===== src/logic/cond_decode_pkg.sv =====
package cond_decode_pkg;

    // Register indices; the byte address on the bus is four times the index.
    localparam logic [9:0] IDX_OPCODE   = 10'h000;
    localparam logic [9:0] IDX_DECODE   = 10'h001;
    localparam logic [9:0] IDX_ADC_DST  = 10'h002;
    localparam logic [9:0] IDX_ADC_SRC  = 10'h003;
    localparam logic [9:0] IDX_ADC_GO   = 10'h004;
    localparam logic [9:0] IDX_OPND_KND = 10'h005;
    localparam logic [9:0] IDX_OPND_VAL = 10'h006;
    localparam logic [9:0] IDX_OPND_BAS = 10'h007;
    localparam logic [9:0] IDX_OPND_STA = 10'h008;
    localparam logic [9:0] IDX_FLAGS    = 10'h0D5;

    // Flag bit positions inside the flags register.
    localparam int FLAG_C   = 7;
    localparam int FLAG_Z   = 6;
    localparam int FLAG_S   = 5;
    localparam int FLAG_V   = 4;
    localparam int FLAG_D   = 3;
    localparam int FLAG_H   = 2;
    localparam int FLAG_FIS = 1;

    // Values after reset.
    localparam logic [7:0]  FLAGS_RST  = 8'h00;
    localparam logic [7:0]  OPCODE_RST = 8'hFF;
    localparam logic [15:0] WORD_RST   = 16'h0000;

    // Software may write every flag except the fast interrupt status bit.
    localparam logic [7:0]  FLAGS_WMASK = 8'hFD;

    // Opcode columns that hold conditional jumps; row and columns of add with carry.
    localparam logic [3:0] COL_JUMP_REL = 4'hB;
    localparam logic [3:0] COL_JUMP_DIR = 4'hD;
    localparam logic [3:0] ROW_ADC      = 4'h1;
    localparam logic [3:0] COL_ADC_LO   = 4'h2;
    localparam logic [3:0] COL_ADC_HI   = 4'h6;

    // Operand range limits.
    localparam logic [15:0] LIM_BYTE   = 16'h00FF;
    localparam logic [15:0] LIM_NIBBLE = 16'h000F;
    localparam logic [15:0] LIM_PAIR   = 16'h00FE;
    localparam logic [15:0] LIM_WPAIR  = 16'h000E;
    localparam logic [15:0] LIM_BIT    = 16'h0007;

    // Values of the jump condition field.
    typedef enum logic [3:0] {
        COND_NEVER             = 4'b0000,
        COND_SIGNED_BELOW      = 4'b0001,
        COND_SIGNED_AT_MOST    = 4'b0010,
        COND_UNSIGNED_AT_MOST  = 4'b0011,
        COND_OVERFLOW          = 4'b0100,
        COND_MINUS             = 4'b0101,
        COND_OPERANDS_MATCH    = 4'b0110,
        COND_UNSIGNED_BELOW    = 4'b0111,
        COND_ALWAYS            = 4'b1000,
        COND_SIGNED_NOT_BELOW  = 4'b1001,
        COND_SIGNED_ABOVE      = 4'b1010,
        COND_UNSIGNED_ABOVE    = 4'b1011,
        COND_NO_OVERFLOW       = 4'b1100,
        COND_PLUS              = 4'b1101,
        COND_OPERANDS_DIFFER   = 4'b1110,
        COND_UNSIGNED_NOT_BELOW = 4'b1111
    } jump_cond_t;

    // Operand notations that the range checker knows.
    typedef enum logic [3:0] {
        OPND_GEN_REG   = 4'b0000,
        OPND_WORK_REG  = 4'b0001,
        OPND_REG_PAIR  = 4'b0010,
        OPND_WORK_PAIR = 4'b0011,
        OPND_BIT       = 4'b0100,
        OPND_RELATIVE  = 4'b0101,
        OPND_IDX_SHORT = 4'b0110,
        OPND_IDX_LONG  = 4'b0111,
        OPND_DIRECT    = 4'b1000,
        OPND_IMM       = 4'b1001,
        OPND_IMM_LONG  = 4'b1010
    } opnd_kind_t;

endpackage : cond_decode_pkg


===== src/logic/cond_decode.sv =====
`timescale 1ns/1ns

//Contract
//(RULE1) A conditional jump carries a 4-bit condition; jump only when it holds.
//(RULE2) Only carry, zero, sign and overflow decide conditions; H and D never.
//(RULE3) Condition 0000 never holds; condition 1000 always holds.
//(RULE4) 0111 holds when carry is 1; 1111 holds when carry is 0.
//(RULE5) 0110 holds when zero is 1; 1110 holds when zero is 0.
//(RULE6) 1101 on sign 0, 0101 on sign 1, 0100 on overflow, 1100 otherwise.
//(RULE7) 1001 holds when sign xor overflow is 0; 0001 when it is 1.
//(RULE8) 1010 holds when zero or (sign xor overflow) is 0; 0010 when 1.
//(RULE9) 1011 holds when carry and zero are 0; 0011 when either is 1.
//(RULE10) Opcode upper nibble is row, lower nibble column; columns split 0-7, 8-F.
//(RULE11) Add with carry stores dst plus src plus carry in dst; src unchanged.
//(RULE12) Add with carry sets carry, zero, sign and signed overflow from result.
//(RULE13) Add with carry sets half carry from low nibble and clears decimal flag.
//(RULE14) General register operand spans 0-255; working register operand spans 0-15.
//(RULE15) Register pairs are even within 0-254; working pairs even within 0-14.
//(RULE16) Bit operands select a bit position 0-7.
//(RULE17) Relative offset is signed -128..+127, added to next instruction address.
//(RULE18) Short index adds signed byte offset; long index adds unsigned 16-bit offset.
//(RULE19) Direct and long immediate carry 16 bits; plain immediate is one byte.
//(RULE20) Software compares unsigned values with the unsigned conditions only.
//(RULE21) Carry, zero, sign, overflow sit in flags bits 7 to 4 at index D5h.
//(RULE22) Conditions use the latest flags with no delay visible to software.
module cond_decode
    import cond_decode_pkg::*;
(
    input  wire logic        clock,
    input  wire logic        ce,
    input  wire logic        nrst,
    input  wire logic [11:0] address,
    input  wire logic        read,
    input  wire logic        write,
    input  wire logic [31:0] writedata,
    input  wire logic [3:0]  byteenable,
    output logic      [31:0] readdata,
    output logic             waitrequest
);

    // All state of the block apart from the reset synchronizer.
    typedef struct packed {
        logic        ack;
        logic [31:0] rdata;
        logic [7:0]  flags;
        logic [7:0]  opcode;
        logic [7:0]  adc_dst;
        logic [7:0]  adc_src;
        logic [3:0]  opnd_kind;
        logic [15:0] opnd_val;
        logic [15:0] opnd_base;
    } state_t;

    state_t     state_ff;
    state_t     nxt_state;
    logic [1:0] nrst_sync_ff;
    logic       nrst_sync;

    // Release of the reset passes through two flip-flops.
    always_ff @(posedge clock or negedge nrst) begin
        if (!nrst) begin
            nrst_sync_ff <= 2'h0;
        end else if (ce) begin
            nrst_sync_ff <= {nrst_sync_ff[0], 1'b1};
        end
    end
    assign nrst_sync = nrst_sync_ff[1];

    // Evaluate a condition field against the four testable flags.
    function automatic logic cond_holds(input logic [3:0] field, input logic c,
                                        input logic z, input logic s, input logic v);
        logic r;
        r = 1'b0;
        case (field)
            // (RULE3) Fixed conditions.
            COND_NEVER:              r = 1'b0;
            COND_ALWAYS:             r = 1'b1;
            // (RULE4) Carry conditions.
            COND_UNSIGNED_BELOW:     r = c;
            COND_UNSIGNED_NOT_BELOW: r = ~c;
            // (RULE5) Zero conditions.
            COND_OPERANDS_MATCH:     r = z;
            COND_OPERANDS_DIFFER:    r = ~z;
            // (RULE6) Sign and overflow conditions.
            COND_PLUS:               r = ~s;
            COND_MINUS:              r = s;
            COND_OVERFLOW:           r = v;
            COND_NO_OVERFLOW:        r = ~v;
            // (RULE7) Signed ordering.
            COND_SIGNED_NOT_BELOW:   r = ~(s ^ v);
            COND_SIGNED_BELOW:       r = s ^ v;
            // (RULE8) Signed ordering with equality.
            COND_SIGNED_ABOVE:       r = ~(z | (s ^ v));
            COND_SIGNED_AT_MOST:     r = z | (s ^ v);
            // (RULE9) Unsigned ordering with equality.
            COND_UNSIGNED_ABOVE:     r = ~c & ~z;
            COND_UNSIGNED_AT_MOST:   r = c | z;
            default:                 r = 1'b0;
        endcase
        return r;
    endfunction : cond_holds

    logic [9:0]  index;
    logic        req;
    logic        commit_wr;
    logic [3:0]  op_row;
    logic [3:0]  op_col;
    logic        op_group_hi;
    logic        is_cond_jump;
    logic        is_adc;
    logic [3:0]  jump_condition_field;
    logic        jump_taken;
    logic        adc_commit;
    logic [8:0]  adc_sum;
    logic [4:0]  adc_half;
    logic [7:0]  adc_flags;
    logic        opnd_ok;
    logic [15:0] opnd_ea;
    logic        sign_fits;

    // Bus request decode; one register per aligned word.
    assign index     = address[11:2];
    assign req       = read | write;
    assign commit_wr = write & state_ff.ack;

    // (RULE10) Row and column split of the opcode byte.
    assign op_row       = state_ff.opcode[7:4];
    assign op_col       = state_ff.opcode[3:0];
    assign op_group_hi  = op_col[3];
    assign is_cond_jump = op_group_hi & ((op_col == COL_JUMP_REL) | (op_col == COL_JUMP_DIR));
    assign is_adc       = (op_row == ROW_ADC) & (op_col >= COL_ADC_LO) & (op_col <= COL_ADC_HI);
    assign jump_condition_field = op_row;

    // (RULE1) Jump decision from the stored opcode and current flags.
    // (RULE2) Only carry, zero, sign and overflow reach the evaluation.
    // (RULE22) Flags are read straight from the register, no extra stage.
    assign jump_taken = is_cond_jump & cond_holds(jump_condition_field,
                                                  state_ff.flags[FLAG_C],
                                                  state_ff.flags[FLAG_Z],
                                                  state_ff.flags[FLAG_S],
                                                  state_ff.flags[FLAG_V]);

    // (RULE11) Sum of destination, source and carry.
    assign adc_commit = commit_wr & (index == IDX_ADC_GO) & byteenable[0] & writedata[0];
    assign adc_sum  = {1'b0, state_ff.adc_dst} + {1'b0, state_ff.adc_src}
                    + {8'h00, state_ff.flags[FLAG_C]};
    assign adc_half = {1'b0, state_ff.adc_dst[3:0]} + {1'b0, state_ff.adc_src[3:0]}
                    + {4'h0, state_ff.flags[FLAG_C]};

    // New flags after add with carry; the two low flags are kept.
    always_comb begin
        adc_flags = state_ff.flags;
        // (RULE12) Carry, zero, sign and overflow from the result.
        adc_flags[FLAG_C] = adc_sum[8];
        adc_flags[FLAG_Z] = (adc_sum[7:0] == 8'h00);
        adc_flags[FLAG_S] = adc_sum[7];
        adc_flags[FLAG_V] = (state_ff.adc_dst[7] == state_ff.adc_src[7])
                          & (adc_sum[7] != state_ff.adc_dst[7]);
        // (RULE13) Half carry from the low nibble, decimal flag cleared.
        adc_flags[FLAG_H] = adc_half[4];
        adc_flags[FLAG_D] = 1'b0;
    end

    // Operand range check and effective address.
    assign sign_fits = (state_ff.opnd_val[15:7] == 9'h000) | (state_ff.opnd_val[15:7] == 9'h1FF);
    always_comb begin
        opnd_ok = 1'b0;
        opnd_ea = state_ff.opnd_val;
        case (state_ff.opnd_kind)
            // (RULE14) Register and working register spans.
            OPND_GEN_REG:   opnd_ok = (state_ff.opnd_val <= LIM_BYTE);
            OPND_WORK_REG:  opnd_ok = (state_ff.opnd_val <= LIM_NIBBLE);
            // (RULE15) Even pair addresses only.
            OPND_REG_PAIR:  opnd_ok = (state_ff.opnd_val <= LIM_PAIR) & ~state_ff.opnd_val[0];
            OPND_WORK_PAIR: opnd_ok = (state_ff.opnd_val <= LIM_WPAIR) & ~state_ff.opnd_val[0];
            // (RULE16) Bit position span.
            OPND_BIT:       opnd_ok = (state_ff.opnd_val <= LIM_BIT);
            // (RULE17) Signed offset from the next instruction address.
            OPND_RELATIVE: begin
                opnd_ok = sign_fits;
                opnd_ea = state_ff.opnd_base + state_ff.opnd_val;
            end
            // (RULE18) Short index uses a signed byte offset.
            OPND_IDX_SHORT: begin
                opnd_ok = sign_fits & ~state_ff.opnd_base[0];
                opnd_ea = state_ff.opnd_base + state_ff.opnd_val;
            end
            // (RULE18) Long index uses an unsigned 16-bit offset.
            OPND_IDX_LONG: begin
                opnd_ok = ~state_ff.opnd_base[0];
                opnd_ea = state_ff.opnd_base + state_ff.opnd_val;
            end
            // (RULE19) Sixteen-bit and one-byte values.
            OPND_DIRECT:    opnd_ok = 1'b1;
            OPND_IMM_LONG:  opnd_ok = 1'b1;
            OPND_IMM:       opnd_ok = (state_ff.opnd_val <= LIM_BYTE);
            default:        opnd_ok = 1'b0;
        endcase
    end

    // Next state: bus answer, register writes and add with carry.
    always_comb begin
        nxt_state     = state_ff;
        nxt_state.ack = req & ~state_ff.ack;
        // Read data is caught in the first cycle of a read and then stands.
        if (read && !state_ff.ack) begin
            case (index)
                IDX_OPCODE:   nxt_state.rdata = {24'h000000, state_ff.opcode};
                IDX_DECODE:   nxt_state.rdata = {16'h0000, jump_condition_field, jump_taken,
                                                 is_adc, is_cond_jump, op_group_hi,
                                                 op_row, op_col};
                IDX_ADC_DST:  nxt_state.rdata = {24'h000000, state_ff.adc_dst};
                IDX_ADC_SRC:  nxt_state.rdata = {24'h000000, state_ff.adc_src};
                IDX_OPND_KND: nxt_state.rdata = {28'h0000000, state_ff.opnd_kind};
                IDX_OPND_VAL: nxt_state.rdata = {16'h0000, state_ff.opnd_val};
                IDX_OPND_BAS: nxt_state.rdata = {16'h0000, state_ff.opnd_base};
                IDX_OPND_STA: nxt_state.rdata = {15'h0000, opnd_ok, opnd_ea};
                // (RULE21) Testable flags in bits 7 to 4.
                IDX_FLAGS:    nxt_state.rdata = {24'h000000, state_ff.flags};
                default:      nxt_state.rdata = 32'h00000000;
            endcase
        end
        // Writes take effect at the edge where waitrequest is low.
        if (commit_wr) begin
            case (index)
                IDX_OPCODE: begin
                    if (byteenable[0]) begin
                        nxt_state.opcode = writedata[7:0];
                    end
                end
                IDX_ADC_DST: begin
                    if (byteenable[0]) begin
                        nxt_state.adc_dst = writedata[7:0];
                    end
                end
                IDX_ADC_SRC: begin
                    if (byteenable[0]) begin
                        nxt_state.adc_src = writedata[7:0];
                    end
                end
                IDX_ADC_GO: begin
                    // (RULE11) Result goes to the destination only.
                    if (adc_commit) begin
                        nxt_state.adc_dst = adc_sum[7:0];
                        nxt_state.flags   = adc_flags;
                    end
                end
                IDX_OPND_KND: begin
                    if (byteenable[0]) begin
                        nxt_state.opnd_kind = writedata[3:0];
                    end
                end
                IDX_OPND_VAL: begin
                    if (byteenable[0]) begin
                        nxt_state.opnd_val[7:0] = writedata[7:0];
                    end
                    if (byteenable[1]) begin
                        nxt_state.opnd_val[15:8] = writedata[15:8];
                    end
                end
                IDX_OPND_BAS: begin
                    if (byteenable[0]) begin
                        nxt_state.opnd_base[7:0] = writedata[7:0];
                    end
                    if (byteenable[1]) begin
                        nxt_state.opnd_base[15:8] = writedata[15:8];
                    end
                end
                IDX_FLAGS: begin
                    if (byteenable[0]) begin
                        nxt_state.flags = (writedata[7:0] & FLAGS_WMASK)
                                        | (state_ff.flags & ~FLAGS_WMASK);
                    end
                end
                default: begin
                    nxt_state.ack = 1'b0;
                end
            endcase
        end
    end

    // State register, frozen while the clock enable is low.
    always_ff @(posedge clock or negedge nrst_sync) begin
        if (!nrst_sync) begin
            state_ff.ack       <= 1'b0;
            state_ff.rdata     <= 32'h00000000;
            state_ff.flags     <= FLAGS_RST;
            state_ff.opcode    <= OPCODE_RST;
            state_ff.adc_dst   <= 8'h00;
            state_ff.adc_src   <= 8'h00;
            state_ff.opnd_kind <= 4'h0;
            state_ff.opnd_val  <= WORD_RST;
            state_ff.opnd_base <= WORD_RST;
        end else if (ce) begin
            state_ff <= nxt_state;
        end
    end

    // Bus outputs: every access is answered in its second enabled cycle.
    assign readdata    = state_ff.rdata;
    assign waitrequest = ~(state_ff.ack & ce);
endmodule : cond_decode


===== config.mk =====
export PLATFORM = sky130hd
export DESIGN_NAME = cond_decode
export DESIGN_NICKNAME = d
export VERILOG_FILES = /design/src/logic/cond_decode_pkg.sv /design/src/logic/cond_decode.sv
export SDC_FILE = /design/constraint.sdc
export NUM_CORES = 1
export LEC_CHECK = 0
export BUFFER_PORTS_ARGS = -buffer_cell sky130_fd_sc_hd__buf_4
export CAP_MARGIN = 20
export CORE_AREA = 2 2 119 121
export DETAILED_ROUTE_END_ITERATION = 6
export DIE_AREA = 0 0 121 123
export PLACE_DENSITY_LB_ADDON = 0.12
export SETUP_SLACK_MARGIN = 0.15
export SYNTH_ARGS = -nofsm -noshare
export SYNTH_HDL_FRONTEND = slang
export SYNTH_SLANG_ARGS = --single-unit

===== constraint.sdc =====
create_clock -name clock -period 2.8 [get_ports clock]
set_input_delay 0.28 -clock clock [delete_from_list [all_inputs] [get_ports clock]]
set_output_delay 0.28 -clock clock [all_outputs]
set_load 0.1 [all_outputs]

==> flow_metrics.env <==
export IMPL_outcome="complete, no violations"
export IMPL_io_pin_count=86
export IMPL_hold_viol=0
export IMPL_initial_core_util=0.443
export IMPL_coreArea_um2=13600
export IMPL_max_stage_delay_ns=0.62
export IMPL_relSlewSlack=0.492
export IMPL_cts_root_buf="clkbuf_16"
export IMPL_rows=43
export IMPL_final_cell_mix="buf_4 (84), dfrtp_1 (78), nand2_1 (62)"
export IMPL_die_w_um=121
export IMPL_slew_viol_final=0
export IMPL_portBuffers=50
export IMPL_gr_total_overflow=0
export IMPL_cp_slowest_cell="or4b_2"
export IMPL_dpl_instance_area_um2=6590
export IMPL_worstPathRequired_ns=3.06
export IMPL_worstSetupEndpointType="register"
export IMPL_timing_worst_setup_path_type="reg2reg"
export IMPL_cp_arrival_ns=2.80
export IMPL_antenna_found_initial=0
export IMPL_drt_total_wl_mm=17.6
export IMPL_hold_class="in2reg"
export IMPL_rsz0062_at_grt="true"
export IMPL_synth_edff_count=0
export IMPL_finalCritPeriodShare=0.906
export IMPL_ys_types=76
export IMPL_ys_flop_type="dfrtp_1"
export IMPL_finClkSkew_ns=0.00429
export IMPL_cts_buffers=9
export IMPL_drtAntennaViolNets=0
export IMPL_crit_family="simple AND/OR/NAND/NOR gates"
export IMPL_cp_num_buf_inv=1
export IMPL_yosys_warnings=0
export IMPL_vias_per_cell=5.81
export IMPL_syn_area_per_cell_um2=9.65
export IMPL_final_cell_area_um2=6960
export IMPL_die_area_um2=14900
export IMPL_yosys_register_bits=87
export IMPL_maxCapViolCount=0
export IMPL_grt_max_degree=58
export IMPL_grt_pass1_wl_mm=27.4
export IMPL_drt_iter0_drc=396
export IMPL_cts_sinks=87
export IMPL_areaGrowthSynthToFinish_pct=15.6
export IMPL_fin_nets=758
export IMPL_finalSetupViolations=0
export IMPL_min_period_ns=2.54
export IMPL_insertion_delay_ns=0.35
export IMPL_cts_tree="done"
export IMPL_worstMarginPinSlew_ns=0.762
export IMPL_layout_commonest_cell="buf_4"
export IMPL_p_leak_nw=3.14
export IMPL_vias=5027
export IMPL_final_setup_worst_slack_ns=0.262
export IMPL_powerDensity_nw_per_um2=415
export IMPL_cts_path_max_buffers=2
export IMPL_setup_tns_ns=0
export IMPL_drive_above_1_share=0.293
export IMPL_htreeDepth=3
export IMPL_finalPower_mw=2.89
export IMPL_drc=0
export IMPL_fmax_mhz=394
export IMPL_cp_start_kind="register"
export IMPL_pre_cts_slack_ns=0.136
export IMPL_clkTransAtPathRegs_ns=0.06
export IMPL_die_h_um=123
export IMPL_peakVddDrop_mv=0.230
export IMPL_dp_hpwl_mm=13.6
export IMPL_grt_usage=0.246
export IMPL_critPathMaxFanout=3
export IMPL_synth_area_um2=6020
export IMPL_grt_pass1_vias=4862
export IMPL_synth_seq_area_share=0.363
export IMPL_drt_pass1_iterations=5
export IMPL_antenna_cells=0
export IMPL_wl_per_cell_um=20.3
export IMPL_syn_inst=624
export IMPL_routabilityCongestion=0.951
export IMPL_path_cells="fa_2 > inv_1 > fa_1 > xnor2_1 > or4b_2 > nor4_1 > nand3_1 > o31ai_1"
export IMPL_async_reset_ff_frac=1.00
cells by family (layout without fill, tap and decap cells):
logic type,count (synthesis),after routing,share of synthesized area
simple gates,178,178,0.156
other cells,1,15,0.000622
compound gates,171,171,0.188
fa+ha+maj,25,25,0.0557
xor+xnor,22,22,0.0320
mux,76,76,0.142
buf+inv,64,111,0.0621
flops,87,87,0.363
routing by layer:
layer  wire length [um]  up-vias  track usage
li1                   -     2373            -
met1               8040     2486        0.343
met3               1050       15       0.0374
met4                229        0       0.0749
met5                  0        -            0
met2               8240      153        0.394
sequential cells by signal (all words and copies together) (netlist names):
register	flops
nrst_sync_ff	2
jump_condition_field	4
state_ff	59
adc_flags	1
op_col	4
readdata	17
final timing paths:
| path | end | slack [ns] | cells past startpoint | from |
|---|---|---|---|---|
| worst max-delay path | state_ff[66]$_DFFE_PN0P_ | 0.26 | 8 | state_ff[36]$_DFFE_PN0P_ |
| worst min-delay path | state_ff[15]$_DFFE_PN0P_ | 0.15 | 3 | writedata[15] |
| worst max register to register | state_ff[66]$_DFFE_PN0P_ | 0.26 | 8 | state_ff[36]$_DFFE_PN0P_ |
| worst min register to register | state_ff[9]$_DFFE_PN0P_ | 0.41 | 0 | nrst_sync_ff[1]$_DFFE_PN0P_ |
| max in group asynchronous | op_col[3]$_DFFE_PN1P_ | 1.46 | 1 | nrst_sync_ff[1]$_DFFE_PN0P_ |
| min in group asynchronous | nrst_sync_ff[1]$_DFFE_PN0P_ | 0.24 | 2 | nrst |
synth_stat cells, drive strengths merged, types with 3 or more instances:
| cell type | count | area [um^2] |
|---|---|---|
| nand3 | 14 | 75.1 |
| o31ai | 4 | 30.0 |
| nor2 | 43 | 181 |
| nor4 | 4 | 25.0 |
| mux2i | 16 | 160 |
| inv | 10 | 37.5 |
| mux2 | 58 | 653 |
| clkbuf | 12 | 46.3 |
| and4 | 4 | 35.0 |
| ha | 22 | 275 |
| a222oi | 4 | 40.0 |
| dfstp | 8 | 210 |
| a31oi | 5 | 31.3 |
| a22oi | 10 | 75.1 |
| fa | 3 | 60.1 |
| o211ai | 4 | 30.0 |
| and3 | 4 | 25.0 |
| nor2b | 7 | 43.8 |
| nor3b | 5 | 58.8 |
| nor3 | 9 | 60.1 |
| or3 | 4 | 30.0 |
| dfrtp | 79 | 1980 |
| or2 | 6 | 37.5 |
| o21ai | 51 | 255 |
| xnor2 | 15 | 131 |
| buf | 42 | 290 |
| a21o | 4 | 30.0 |
| a211oi | 6 | 45.0 |
| nand4 | 4 | 40.0 |
| o221ai | 4 | 35.0 |
| a21oi | 40 | 223 |
| o21a | 8 | 60.1 |
| nand2 | 63 | 239 |
| xor2 | 7 | 61.3 |
| a221oi | 7 | 61.3 |
| a22o | 7 | 62.6 |
through the flow:
step | cells | hold slack, ns | util
2_1_floorplan | 638 | -0.0156 | -
3_3_place_gp | 846 | 0.0621 | 0.484
3_5_place_dp | 846 | 0.0653 | 0.484
4_1_cts | 863 | 0.138 | 0.508
5_1_grt | 865 | 0.169 | 0.511
6_report | 865 | 0.152 | 0.511
timing repair:
| item | in CTS | in global routing |
|---|---|---|
| hold buffers | 1 | 0 |
| endpoints found under the hold margin | 2 | 0 |
| pin swaps | 0 | 3 |
| setup buffers | 0 | 2 |
| gates resized for setup | 2 | 6 |
| setup endpoints to repair | 3 | 4 |
power by group:
group	switching [mW]	internal (mW)
Combinational	0.219	0.0731
Sequential	0.0109	1.27
Clock	0.512	0.806
layout make-up:
type	instances	area, um^2
fill	1264	6650
multi-input combinational	487	3540
sequential	87	2190
timing repair buffer	85	641
clock buffer	11	243
tap	180	225
clock inverter	5	81.3
inverter	10	37.5
tightest hold or removal path, cell delays in order:
cell and delay, ns:
buf_4 0.09, nand2_1 0.04, o21ai_0 0.06
Power figures use the tool's default switching activity.
